===== config.mk =====
export PLATFORM = sky130hd
export DESIGN_NAME = qdw_dac_serial
export DESIGN_NICKNAME = d
export VERILOG_FILES = /design/src/pkg/qdw_pkg.sv /design/src/rtl/qdw_dac_serial.sv /design/src/rtl/qdw_word_buf.sv
export SDC_FILE = /design/constraint.sdc
export NUM_CORES = 1
export LEC_CHECK = 0
export BUFFER_PORTS_ARGS = -buffer_cell sky130_fd_sc_hd__buf_2
export CORE_ASPECT_RATIO = 0.5
export CORE_UTILIZATION = 55
export CTS_CLUSTER_DIAMETER = 80
export DETAILED_ROUTE_END_ITERATION = 8
export GPL_ROUTABILITY_DRIVEN = 0
export PLACE_DENSITY = 0.85
export SYNTH_ARGS = -nofsm -noshare
export SYNTH_HDL_FRONTEND = slang
export SYNTH_HIERARCHICAL = 1
export SYNTH_SLANG_ARGS = --single-unit

===== constraint.sdc =====
create_clock -name sys_clk -period 2.4 [get_ports sys_clk]
set_clock_uncertainty 0.1 [all_clocks]
set_input_delay 0.48 -clock sys_clk [delete_from_list [all_inputs] [get_ports sys_clk]]
set_output_delay 0.48 -clock sys_clk [all_outputs]
set_load 0.03 [all_outputs]

===== src/pkg/qdw_pkg.sv =====
// Shared constants and types for the quad converter serial write path.
package qdw_pkg;

   // Serial word layout, most significant bit first.
   localparam int           WORD_W     = 16;
   localparam int           BYTE_W     = 8;
   localparam int           SAMPLE_W   = 12;
   localparam int           NUM_CH     = 4;
   localparam int           CH_ADDR_W  = 2;
   localparam logic [4:0]   WORD_BITS  = 5'h10;
   localparam logic [4:0]   COUNT_ZERO = 5'h00;
   localparam logic [4:0]   COUNT_ONE  = 5'h01;

   // Upper byte field masks as the host builds them.
   localparam logic [7:0]   UPPER_PD_MASK   = 8'h20;
   localparam logic [7:0]   UPPER_LOAD_MASK = 8'h10;

   // Reset values of the converter state.
   localparam logic [11:0]  SAMPLE_RESET  = 12'h000;
   localparam logic         POWERED_RESET = 1'b0;

   // Timing: system clock and the serial clock rate the shortest period is derived from.
   localparam int           SYS_CLK_KHZ    = 250000;
   localparam int           SCLK_MAX_KHZ   = 30000;
   // Shortest serial clock period, rounded down to whole system cycles.
   localparam int           SCLK_MIN_CYC_I = SYS_CLK_KHZ / SCLK_MAX_KHZ;
   localparam int           GAP_W          = 4;
   localparam logic [3:0]   SCLK_MIN_CYC   = 4'(SCLK_MIN_CYC_I);
   localparam logic [3:0]   GAP_ZERO       = 4'h0;
   localparam logic [3:0]   GAP_ONE        = 4'h1;
   localparam logic [3:0]   GAP_MAX        = 4'hf;

   // One 16-bit word as it arrives on the link.
   typedef struct packed {
      logic [1:0]  channel_address;
      logic        power_down_bit;
      logic        load_outputs_bit;
      logic [11:0] sample;
   } qdw_word_s;

   // Serial pins after synchronisation.
   typedef struct packed {
      logic sclk;
      logic din;
      logic frame_n;
   } qdw_pins_s;

   typedef enum logic [0:0] {
      QDW_IDLE,
      QDW_SHIFT
   } qdw_state_e;

endpackage


===== src/rtl/qdw_dac_serial.sv =====
// Serial write path of a quad converter: link receiver, word buffer and channel registers.
//
// Operation
// - The input shift register is exactly 16 bits; an update is one whole word.
// - The word arrives as two consecutive bytes while frame select stays low.
// - Bits travel most significant first on the link.
// - Serial clock periods down to 8 system cycles (31.25 MHz) are accepted; faster ones are flagged.
// - Frame select is an active-low chip select framing each transfer.
// - Upper byte: address 7:6, power-down bit 5, load bit 4, sample 3:0.
`timescale 1ns/1ns
module qdw_dac_serial
   import qdw_pkg::*;
(
   input  wire logic                               sys_clk,         // System clock, 250 MHz.
   input  wire logic                               nrst,            // Asynchronous reset.
   input  wire logic                               link_sclk,       // Serial clock pin.
   input  wire logic                               link_din,        // Serial data pin.
   input  wire logic                               link_frame_n,    // Frame select pin.
   input  wire logic                               apply_hold,      // Stalls word application.
   output logic [NUM_CH-1:0][SAMPLE_W-1:0]         dac_code,        // Active output codes.
   output logic [NUM_CH-1:0][SAMPLE_W-1:0]         input_code,      // Staged input codes.
   output logic                                    powered_up,      // Outputs powered.
   output logic                                    word_pending,    // Buffered word waiting.
   output logic                                    frame_dropped,   // Word lost, buffer full.
   output logic                                    frame_short,     // Frame not 16 bits.
   output logic                                    rate_fault       // Clock above limit.
);

   // Pin synchronisers: the first stage feeds only the second.
   qdw_pins_s  pins_meta;
   qdw_pins_s  pins_sync;
   qdw_pins_s  pins_prev;
   qdw_pins_s  pins_raw;

   assign pins_raw = '{sclk: link_sclk, din: link_din, frame_n: link_frame_n};

   always_ff @(posedge sys_clk or negedge nrst) begin
      if (!nrst) begin
         pins_meta <= '{sclk: 1'b1, din: 1'b0, frame_n: 1'b1};
         pins_sync <= '{sclk: 1'b1, din: 1'b0, frame_n: 1'b1};
         pins_prev <= '{sclk: 1'b1, din: 1'b0, frame_n: 1'b1};
      end else begin
         pins_meta <= pins_raw;
         pins_sync <= pins_meta;
         pins_prev <= pins_sync;
      end
   end

   logic sclk_fall;
   logic frame_start;
   logic frame_end;

   // Data is taken on the falling serial clock edge, inside a low frame select.
   assign sclk_fall   = pins_prev.sclk && !pins_sync.sclk;
   assign frame_start = pins_prev.frame_n && !pins_sync.frame_n;
   assign frame_end   = !pins_prev.frame_n && pins_sync.frame_n;

   // Receiver state.
   qdw_state_e            state;
   qdw_state_e            next_state;
   logic [WORD_W-1:0]     shift;
   logic [WORD_W-1:0]     next_shift;
   logic [4:0]            count;
   logic [4:0]            next_count;
   logic [GAP_W-1:0]      gap;
   logic [GAP_W-1:0]      next_gap;
   logic                  seen_fall;
   logic                  next_seen_fall;
   logic                  next_rate_fault;
   logic                  next_frame_dropped;
   logic                  next_frame_short;
   logic                  push;
   logic                  buf_in_ready;

   always_comb begin
      next_state         = state;
      next_shift         = shift;
      next_count         = count;
      next_gap           = gap;
      next_seen_fall     = seen_fall;
      next_rate_fault    = rate_fault;
      next_frame_dropped = frame_dropped;
      next_frame_short   = frame_short;
      push               = 1'b0;
      if (gap != GAP_MAX) begin
         next_gap = gap + GAP_ONE;
      end
      case (state)
         QDW_IDLE: begin
            if (frame_start) begin
               next_state         = QDW_SHIFT;
               next_count         = COUNT_ZERO;
               next_seen_fall     = 1'b0;
               next_rate_fault    = 1'b0;
               next_frame_dropped = 1'b0;
               next_frame_short   = 1'b0;
            end
         end
         QDW_SHIFT: begin
            if (frame_end) begin
               next_state = QDW_IDLE;
               if (count == WORD_BITS) begin
                  push = 1'b1;
                  if (!buf_in_ready) begin
                     next_frame_dropped = 1'b1;
                  end
               end else begin
                  next_frame_short = 1'b1;
               end
            end else if (sclk_fall) begin
               // Bits beyond the sixteenth are ignored; the frame then reads as short.
               if (count < WORD_BITS) begin
                  next_shift = {shift[WORD_W-2:0], pins_sync.din};
                  next_count = count + COUNT_ONE;
               end else begin
                  next_count = WORD_BITS + COUNT_ONE;
               end
               // The gap counter lags the fall spacing by one cycle, hence the minus one.
               if (seen_fall && (gap < (SCLK_MIN_CYC - GAP_ONE))) begin
                  next_rate_fault = 1'b1;
               end
               next_seen_fall = 1'b1;
               next_gap       = GAP_ZERO;
            end
         end
         default: begin
            next_state = QDW_IDLE;
         end
      endcase
   end

   always_ff @(posedge sys_clk or negedge nrst) begin
      if (!nrst) begin
         state         <= QDW_IDLE;
         shift         <= '0;
         count         <= COUNT_ZERO;
         gap           <= GAP_ZERO;
         seen_fall     <= 1'b0;
         rate_fault    <= 1'b0;
         frame_dropped <= 1'b0;
         frame_short   <= 1'b0;
      end else begin
         state         <= next_state;
         shift         <= next_shift;
         count         <= next_count;
         gap           <= next_gap;
         seen_fall     <= next_seen_fall;
         rate_fault    <= next_rate_fault;
         frame_dropped <= next_frame_dropped;
         frame_short   <= next_frame_short;
      end
   end

   // Completed words wait here so a held apply stage loses none of up to two.
   qdw_word_s buf_word;
   logic      buf_out_valid;
   logic      take;

   qdw_word_buf #(
      .W     (WORD_W),
      .DEPTH (2)
   ) u_word_buf (
      .sys_clk   (sys_clk),
      .nrst      (nrst),
      .in_valid  (push),
      .in_ready  (buf_in_ready),
      .in_data   (shift),
      .out_valid (buf_out_valid),
      .out_ready (!apply_hold),
      .out_data  (buf_word)
   );

   assign take         = buf_out_valid && !apply_hold;
   assign word_pending = buf_out_valid;

   // Power state follows the power-down bit of each applied word, clear meaning off.
   logic next_powered_up;

   always_comb begin
      next_powered_up = powered_up;
      if (take) begin
         next_powered_up = buf_word.power_down_bit;
      end
   end

   always_ff @(posedge sys_clk or negedge nrst) begin
      if (!nrst) begin
         powered_up <= POWERED_RESET;
      end else begin
         powered_up <= next_powered_up;
      end
   end

   // Per-channel staging and active registers.
   for (genvar ch = 0; ch < NUM_CH; ch++) begin : g_ch
      logic [SAMPLE_W-1:0] next_input;
      logic [SAMPLE_W-1:0] next_code;
      logic                hit;

      assign hit = (buf_word.channel_address == CH_ADDR_W'(ch));

      always_comb begin
         next_input = input_code[ch];
         next_code  = dac_code[ch];
         if (take && hit) begin
            next_input = buf_word.sample;
         end
         // A set load bit moves every staged code, the new one included, to the outputs.
         if (take && buf_word.load_outputs_bit) begin
            next_code = next_input;
         end
      end

      always_ff @(posedge sys_clk or negedge nrst) begin
         if (!nrst) begin
            input_code[ch] <= SAMPLE_RESET;
            dac_code[ch]   <= SAMPLE_RESET;
         end else begin
            input_code[ch] <= next_input;
            dac_code[ch]   <= next_code;
         end
      end
   end

endmodule // qdw_dac_serial


===== src/rtl/qdw_word_buf.sv =====
// Two-entry word buffer with valid and ready on both sides.
`timescale 1ns/1ns
module qdw_word_buf #(
   parameter int W     = 16,
   parameter int DEPTH = 2
) (
   input  wire logic         sys_clk,   // System clock.
   input  wire logic         nrst,      // Asynchronous reset, active low.
   input  wire logic         in_valid,  // Word offered.
   output logic              in_ready,  // Room for a word.
   input  wire logic [W-1:0] in_data,   // Offered word.
   output logic              out_valid, // Word waiting.
   input  wire logic         out_ready, // Drain side takes the word.
   output logic [W-1:0]      out_data   // Oldest word.
);

   logic [DEPTH-1:0][W-1:0] mem;
   logic [DEPTH-1:0][W-1:0] next_mem;
   logic                    wr_ptr;
   logic                    next_wr_ptr;
   logic                    rd_ptr;
   logic                    next_rd_ptr;
   logic [1:0]              fill;
   logic [1:0]              next_fill;
   logic                    do_wr;
   logic                    do_rd;

   assign in_ready  = (fill != 2'(DEPTH));
   assign out_valid = (fill != 2'h0);
   assign out_data  = mem[rd_ptr];
   assign do_wr     = in_valid && in_ready;
   assign do_rd     = out_valid && out_ready;

   always_comb begin
      next_mem    = mem;
      next_wr_ptr = wr_ptr;
      next_rd_ptr = rd_ptr;
      next_fill   = fill;
      if (do_wr) begin
         next_mem[wr_ptr] = in_data;
         next_wr_ptr      = ~wr_ptr;
      end
      if (do_rd) begin
         next_rd_ptr = ~rd_ptr;
      end
      if (do_wr && !do_rd) begin
         next_fill = fill + 2'h1;
      end else if (do_rd && !do_wr) begin
         next_fill = fill - 2'h1;
      end
   end

   always_ff @(posedge sys_clk or negedge nrst) begin
      if (!nrst) begin
         mem    <= '0;
         wr_ptr <= 1'b0;
         rd_ptr <= 1'b0;
         fill   <= 2'h0;
      end else begin
         mem    <= next_mem;
         wr_ptr <= next_wr_ptr;
         rd_ptr <= next_rd_ptr;
         fill   <= next_fill;
      end
   end

endmodule // qdw_word_buf


After elaboration in Yosys (flattened, before gate mapping)
Cells that the tools add are included.

Word-level logic and storage cells: 126. Register bits after elaboration: 171. Bits of input ports: 6. Output and inout port bits: 101.

Order comparisons: 5. $add $sub $neg: 4. Equal/unequal tests: 14. Reduce and logical (&&, ||, !) cells: 28. Bitwise logic cells: 4. Mux-type cells: 41.

Operators with widths (count): 2-to-1 mux 12 bit (4); 2-to-1 mux 16 bit (3); bitwise mux 32 bit (1); 2-to-1 mux 5 bit (4); demux 16 bit (select 1 bit) (1); 2-to-1 mux 1 bit (16); 2-to-1 mux 4 bit (4); logical AND 1 bit (14); inequality test 2 bit (second input constant) (7); AND reduction 4 bit (3); one-hot mux 1 bit (2 select lines) (5); one-hot mux 5 bit (2 select lines) (1); zero test 1 bit (6); AND reduction 3 bit (2); adder 5 x 1 -> 5 bit (second input constant) (1); == test 5 bit (second input constant) (1); less-than comparator 5 bit (second input constant) (1); adder 4 x 1 -> 4 bit (second input constant) (1); == test 2 bit (second input constant) (2); less-than comparator 1 x 2 -> 1 bit (second input constant) (2); less-than comparator 4 x 3 -> 1 bit (second input constant) (1); 2-to-1 mux 2 bit (2); inequality test 2 x 1 -> 1 bit (second input constant) (2); inequality test 4 bit (second input constant) (1); other kinds (7) (11).

Longest topological paths before layout
Depth in word-level cells: 9. Gate-level depth with buffers: 9. Gate-level depth less buffers: 9.

Hierarchy
The synthesis kept the hierarchy.

Modules (own cells, without submodules): qdw_dac_serial (cells each 486, area each 5353.9 um^2, instances 1); qdw_word_buf (cells each 103, area each 1695.4 um^2, instances 1).

Least setup slack after synthesis
Ideal clock, no wire load.

Path kind: reg2reg. Start point: reg count[0]. End point: reg u_word_buf/mem[21] (netlist name). Clock period less this slack: 1.960 ns. Arrival time: 1.735 ns. Setup slack: 0.440 ns. Required time: 2.175 ns. Stages on the path, launching flop included: 9. Cell sequence: dfrtp_1 -> inv_1 -> ha_1 -> and4bb_2 -> and4b_1 -> and3_1 -> buf_6 -> buf_12 -> mux2_4.

Cells in the longest elaborated chain, start to end: 5.

Ends and longest elaborated chain: start: declaration (RTL line qdw_dac_serial.sv:63) `logic [4:0] count;`; start signal: assignment (RTL line qdw_dac_serial.sv:145) `count <= next_count;`; == test 5 bit (RTL line qdw_dac_serial.sv:102) `if (count == WORD_BITS) begin`; 2-to-1 mux 1 bit (RTL line qdw_dac_serial.sv:102); 2-to-1 mux 1 bit (RTL line qdw_dac_serial.sv:100) `if (frame_end) begin`; 2-to-1 mux 1 bit (RTL line qdw_dac_serial.sv:88) `case (state)`; net push (RTL line qdw_dac_serial.sv:72) `logic push;`; logical AND 1 bit (RTL line qdw_word_buf.sv:31) `assign do_wr = in_valid && in_ready;`; end signal: assignment (RTL line qdw_word_buf.sv:60) `mem <= next_mem;`; end: declaration (RTL line qdw_word_buf.sv:17) `logic [DEPTH-1:0][W-1:0] mem;`.

The timed path passes the listed nets, and every way through them passes these cells. A chain may end at the register's enable or synchronous reset.

==> results.sh <==
export IMPL_status="completed"
export IMPL_nets=708
export IMPL_hold_depth=1
export IMPL_timing_hold_violations_final=0
export IMPL_place_area_um2=7750
export IMPL_hpwl_um=10400
export IMPL_fin_area_um2=8330
export IMPL_fin_ws_ns=0.277
export IMPL_synth_top_area_share_pct=58.6
export IMPL_totalWireLength_um=15400
export IMPL_fin_crit_sh_pct=88.5
export IMPL_yosys_register_bits=171
export IMPL_min_delay_path_class="in2reg"
export IMPL_cp_top_family="simple AND/OR/NAND/NOR gates"
export IMPL_die_w_um=162
export IMPL_max_cap_violations=0
export IMPL_slew_limit_headroom_pct=45.9
export IMPL_synth_area_um2=7050
export IMPL_peakVddDrop_mv=0.475
export IMPL_clock_fmax_mhz=471
export IMPL_maxSlewViolCount=0
export IMPL_cts_tree="built"
export IMPL_critical_path_class="reg2reg"
export IMPL_synthCells=589
export IMPL_synth_avg_cell_area_um2=12.0
export IMPL_r2r_cells=5
export IMPL_netlist_top_cells_area="dfrtp_1 (59%), nand2_1 (8.0%), mux2_2 (7.2%)"
export IMPL_dieArea_um2=13300
export IMPL_clock_latency_ns=0.43
export IMPL_die_height_um=82.1
export IMPL_start_kind="flip-flop"
export IMPL_fin_hold_ws_ns=0.0438
export IMPL_rsz0062_at_grt="no"
export IMPL_p_leak_uw=0.00446
export IMPL_cp_cell_sequence="mux2_2, inv_1, nor2_1, nand2_1, a31oi_1"
export IMPL_synth_commonest_cells="dfrtp_1 (165), nand2_1 (151), nor2_1 (59)"
export IMPL_drc=0
export IMPL_fillers=853
export IMPL_postRouteAntennaNets=0
export IMPL_grt_pass1_vias=4739
export IMPL_post_synth_top_count_cell="dfrtp_1"
export IMPL_h_tree_depth=4
export IMPL_grtUsageTotal_pct=24.5
export IMPL_worstPathRequired_ns=2.64
export IMPL_drive_above_1_share_pct=36.3
export IMPL_critPathSlowestCell="nor2_1"
export IMPL_synthesis_nets=599
export IMPL_vias=4829
export IMPL_ys_async_sr_fraction_pct=100
export IMPL_numCtsBuffers=17
export IMPL_cts_num_sinks=171
export IMPL_critPathArrivalTime_ns=2.36
export IMPL_clockBufferDepth=2
export IMPL_cp_num_buf_inv=1
export IMPL_seq_area_frac_synth_pct=60.8
export IMPL_drtPass1Iterations=4
export IMPL_tns_ns=0
export IMPL_cts_resized=0
export IMPL_yosysWarnings=6
export IMPL_grt_max_degree=71
export IMPL_areaGrowthSynthToFinish_pct=18.2
export IMPL_path_depth=5
export IMPL_worst_pin_slew_ns=0.808
export IMPL_core_um2=12200
export IMPL_setup_viol=0
export IMPL_yosysTopAreaCell="dfrtp_1"
export IMPL_start_util_pct=58.0
export IMPL_synth_cell_types=44
export IMPL_dr_first_iter_drc_count=295
export IMPL_viasPerCell=5.51
export IMPL_grt_pass1_wl_um=24300
export IMPL_routedWlPerCell_um=17.6
export IMPL_clk_root_buffer_cell="clkbuf_16"
export IMPL_cpPeakStageDelay_ns=0.64
export IMPL_power_density_nw_per_um2=736
export IMPL_fin_crit_ns=2.12
export IMPL_path_max_fanout=12
export IMPL_post_place_ws_ns=0.336
export IMPL_synth_ff_type="dfrtp_1"
export IMPL_rows=28
export IMPL_antenna_cells=0
export IMPL_cp_end_kind="flip-flop"
export IMPL_port_buffers=106
export IMPL_pin_count=107
export IMPL_synth_edf_count=0
export IMPL_antenna_found_initial=0
export IMPL_multi_input_area_um2=2530
export IMPL_grt_overflow=0
export IMPL_seq_area_um2=4290
export IMPL_cts_clk_slew_worst_paths_ns=0.07
## cells in the final DEF (no fill, tap or decap), types with 2 or more instances in the layout
| master | Yosys | layout |
|---|---|---|
| a31oi_1 | 29 | 29 |
| a31oi_2 | 20 | 20 |
| a41oi_1 | 2 | 2 |
| and4b_1 | 2 | 2 |
| buf_12 | 2 | 7 |
| buf_2 | 14 | 105 |
| buf_4 | 1 | 4 |
| clkbuf_16 | 0 | 17 |
| clkinv_4 | 0 | 3 |
| clkinv_8 | 0 | 2 |
| clkinvlp_4 | 0 | 2 |
| dfrtp_1 | 165 | 165 |
| dfstp_2 | 6 | 6 |
| ha_1 | 4 | 4 |
| inv_1 | 5 | 5 |
| inv_6 | 0 | 3 |
| inv_8 | 0 | 4 |
| mux2_2 | 45 | 45 |
| mux2_4 | 20 | 20 |
| nand2_1 | 151 | 151 |
| nand2_2 | 5 | 5 |
| nand2b_4 | 2 | 2 |
| nand3_1 | 8 | 8 |
| nand3b_1 | 2 | 2 |
| nor2_1 | 59 | 59 |
| nor2_4 | 3 | 3 |
| nor3_1 | 2 | 2 |
| nor3b_1 | 2 | 2 |
| o21ai_0 | 5 | 5 |
| or2_2 | 2 | 2 |
| xnor2_1 | 3 | 3 |
| xor2_1 | 3 | 3 |
## logic make-up after synthesis
family          Yosys count  share of synthesized area, %
fa+ha+maj                 4                         0.710
flops                   171                          60.8
simple gates            249                          15.6
mux                      66                          11.6
compound gates           60                          7.19
buf+inv                  33                          3.37
xor+xnor                  6                         0.746
## final cells by class
class / count / area share, %
Multi-Input combinational cell: 385 / 30.3
Timing Repair Buffer: 118 / 8.60
Clock inverter: 15 / 1.80
Inverter: 5 / 0.225
Tap cell: 165 / 2.48
Sequential cell: 171 / 51.4
Clock buffer: 17 / 5.11
## metal layers
layer	GRT usage, %	up-vias	share of wire, %
li1	-	2219	-
met1	31.2	2425	43
met2	41.1	158	50
met3	5.61	27	5.8
met4	10.1	0	1.6
met5	0	-	0
## flip-flops by register name (all words and copies together) (netlist names), 2 cells and up
name,flops
input_code,48
gap,4
u_word_buf/fill,2
pins_meta,3
pins_sync,3
count,5
dac_code,48
u_word_buf/mem,32
shift,16
pins_prev,2
## metrics by stage
| step | total power, µW | util [%] | cells |
|---|---|---|---|
| 2_1_floorplan | 3380 | - | 589 |
| 3_3_place_gp | 3500 | 63.7 | 843 |
| 3_5_place_dp | 3530 | 63.7 | 843 |
| 4_1_cts | 6170 | 68.5 | 876 |
| 5_1_grt | 6340 | 68.5 | 876 |
| 6_report | 6130 | 68.5 | 876 |
## final timing paths
kind / from / end / slack (ns)
setup / recovery: u_word_buf/rd_ptr / dac_code[39] / 0.28
hold reg to reg: pins_meta[1] / pins_sync[1] / 0.25
hold / removal: link_sclk / pins_meta[2] / 0.04
max in group asynchronous: nrst / dac_code[17] / 1.15
min in group asynchronous: nrst / gap[2] / 0.41
setup reg to reg: u_word_buf/rd_ptr / dac_code[39] / 0.28
## power breakdown
| group | switching, µW | internal, µW | total [µW] |
|---|---|---|---|
| clock network | 1270 | 1380 | 2650 |
| logic | 188 | 147 | 335 |
| registers | 130 | 3010 | 3140 |
| total | 1590 | 4540 | 6130 |
## what timing repair did
item                                   4_1_cts  5_1_grt
hold buffers                                 1        0
endpoints found under the hold margin       16        0
setup buffers                                0        0
Power figures use the tool's default switching activity.
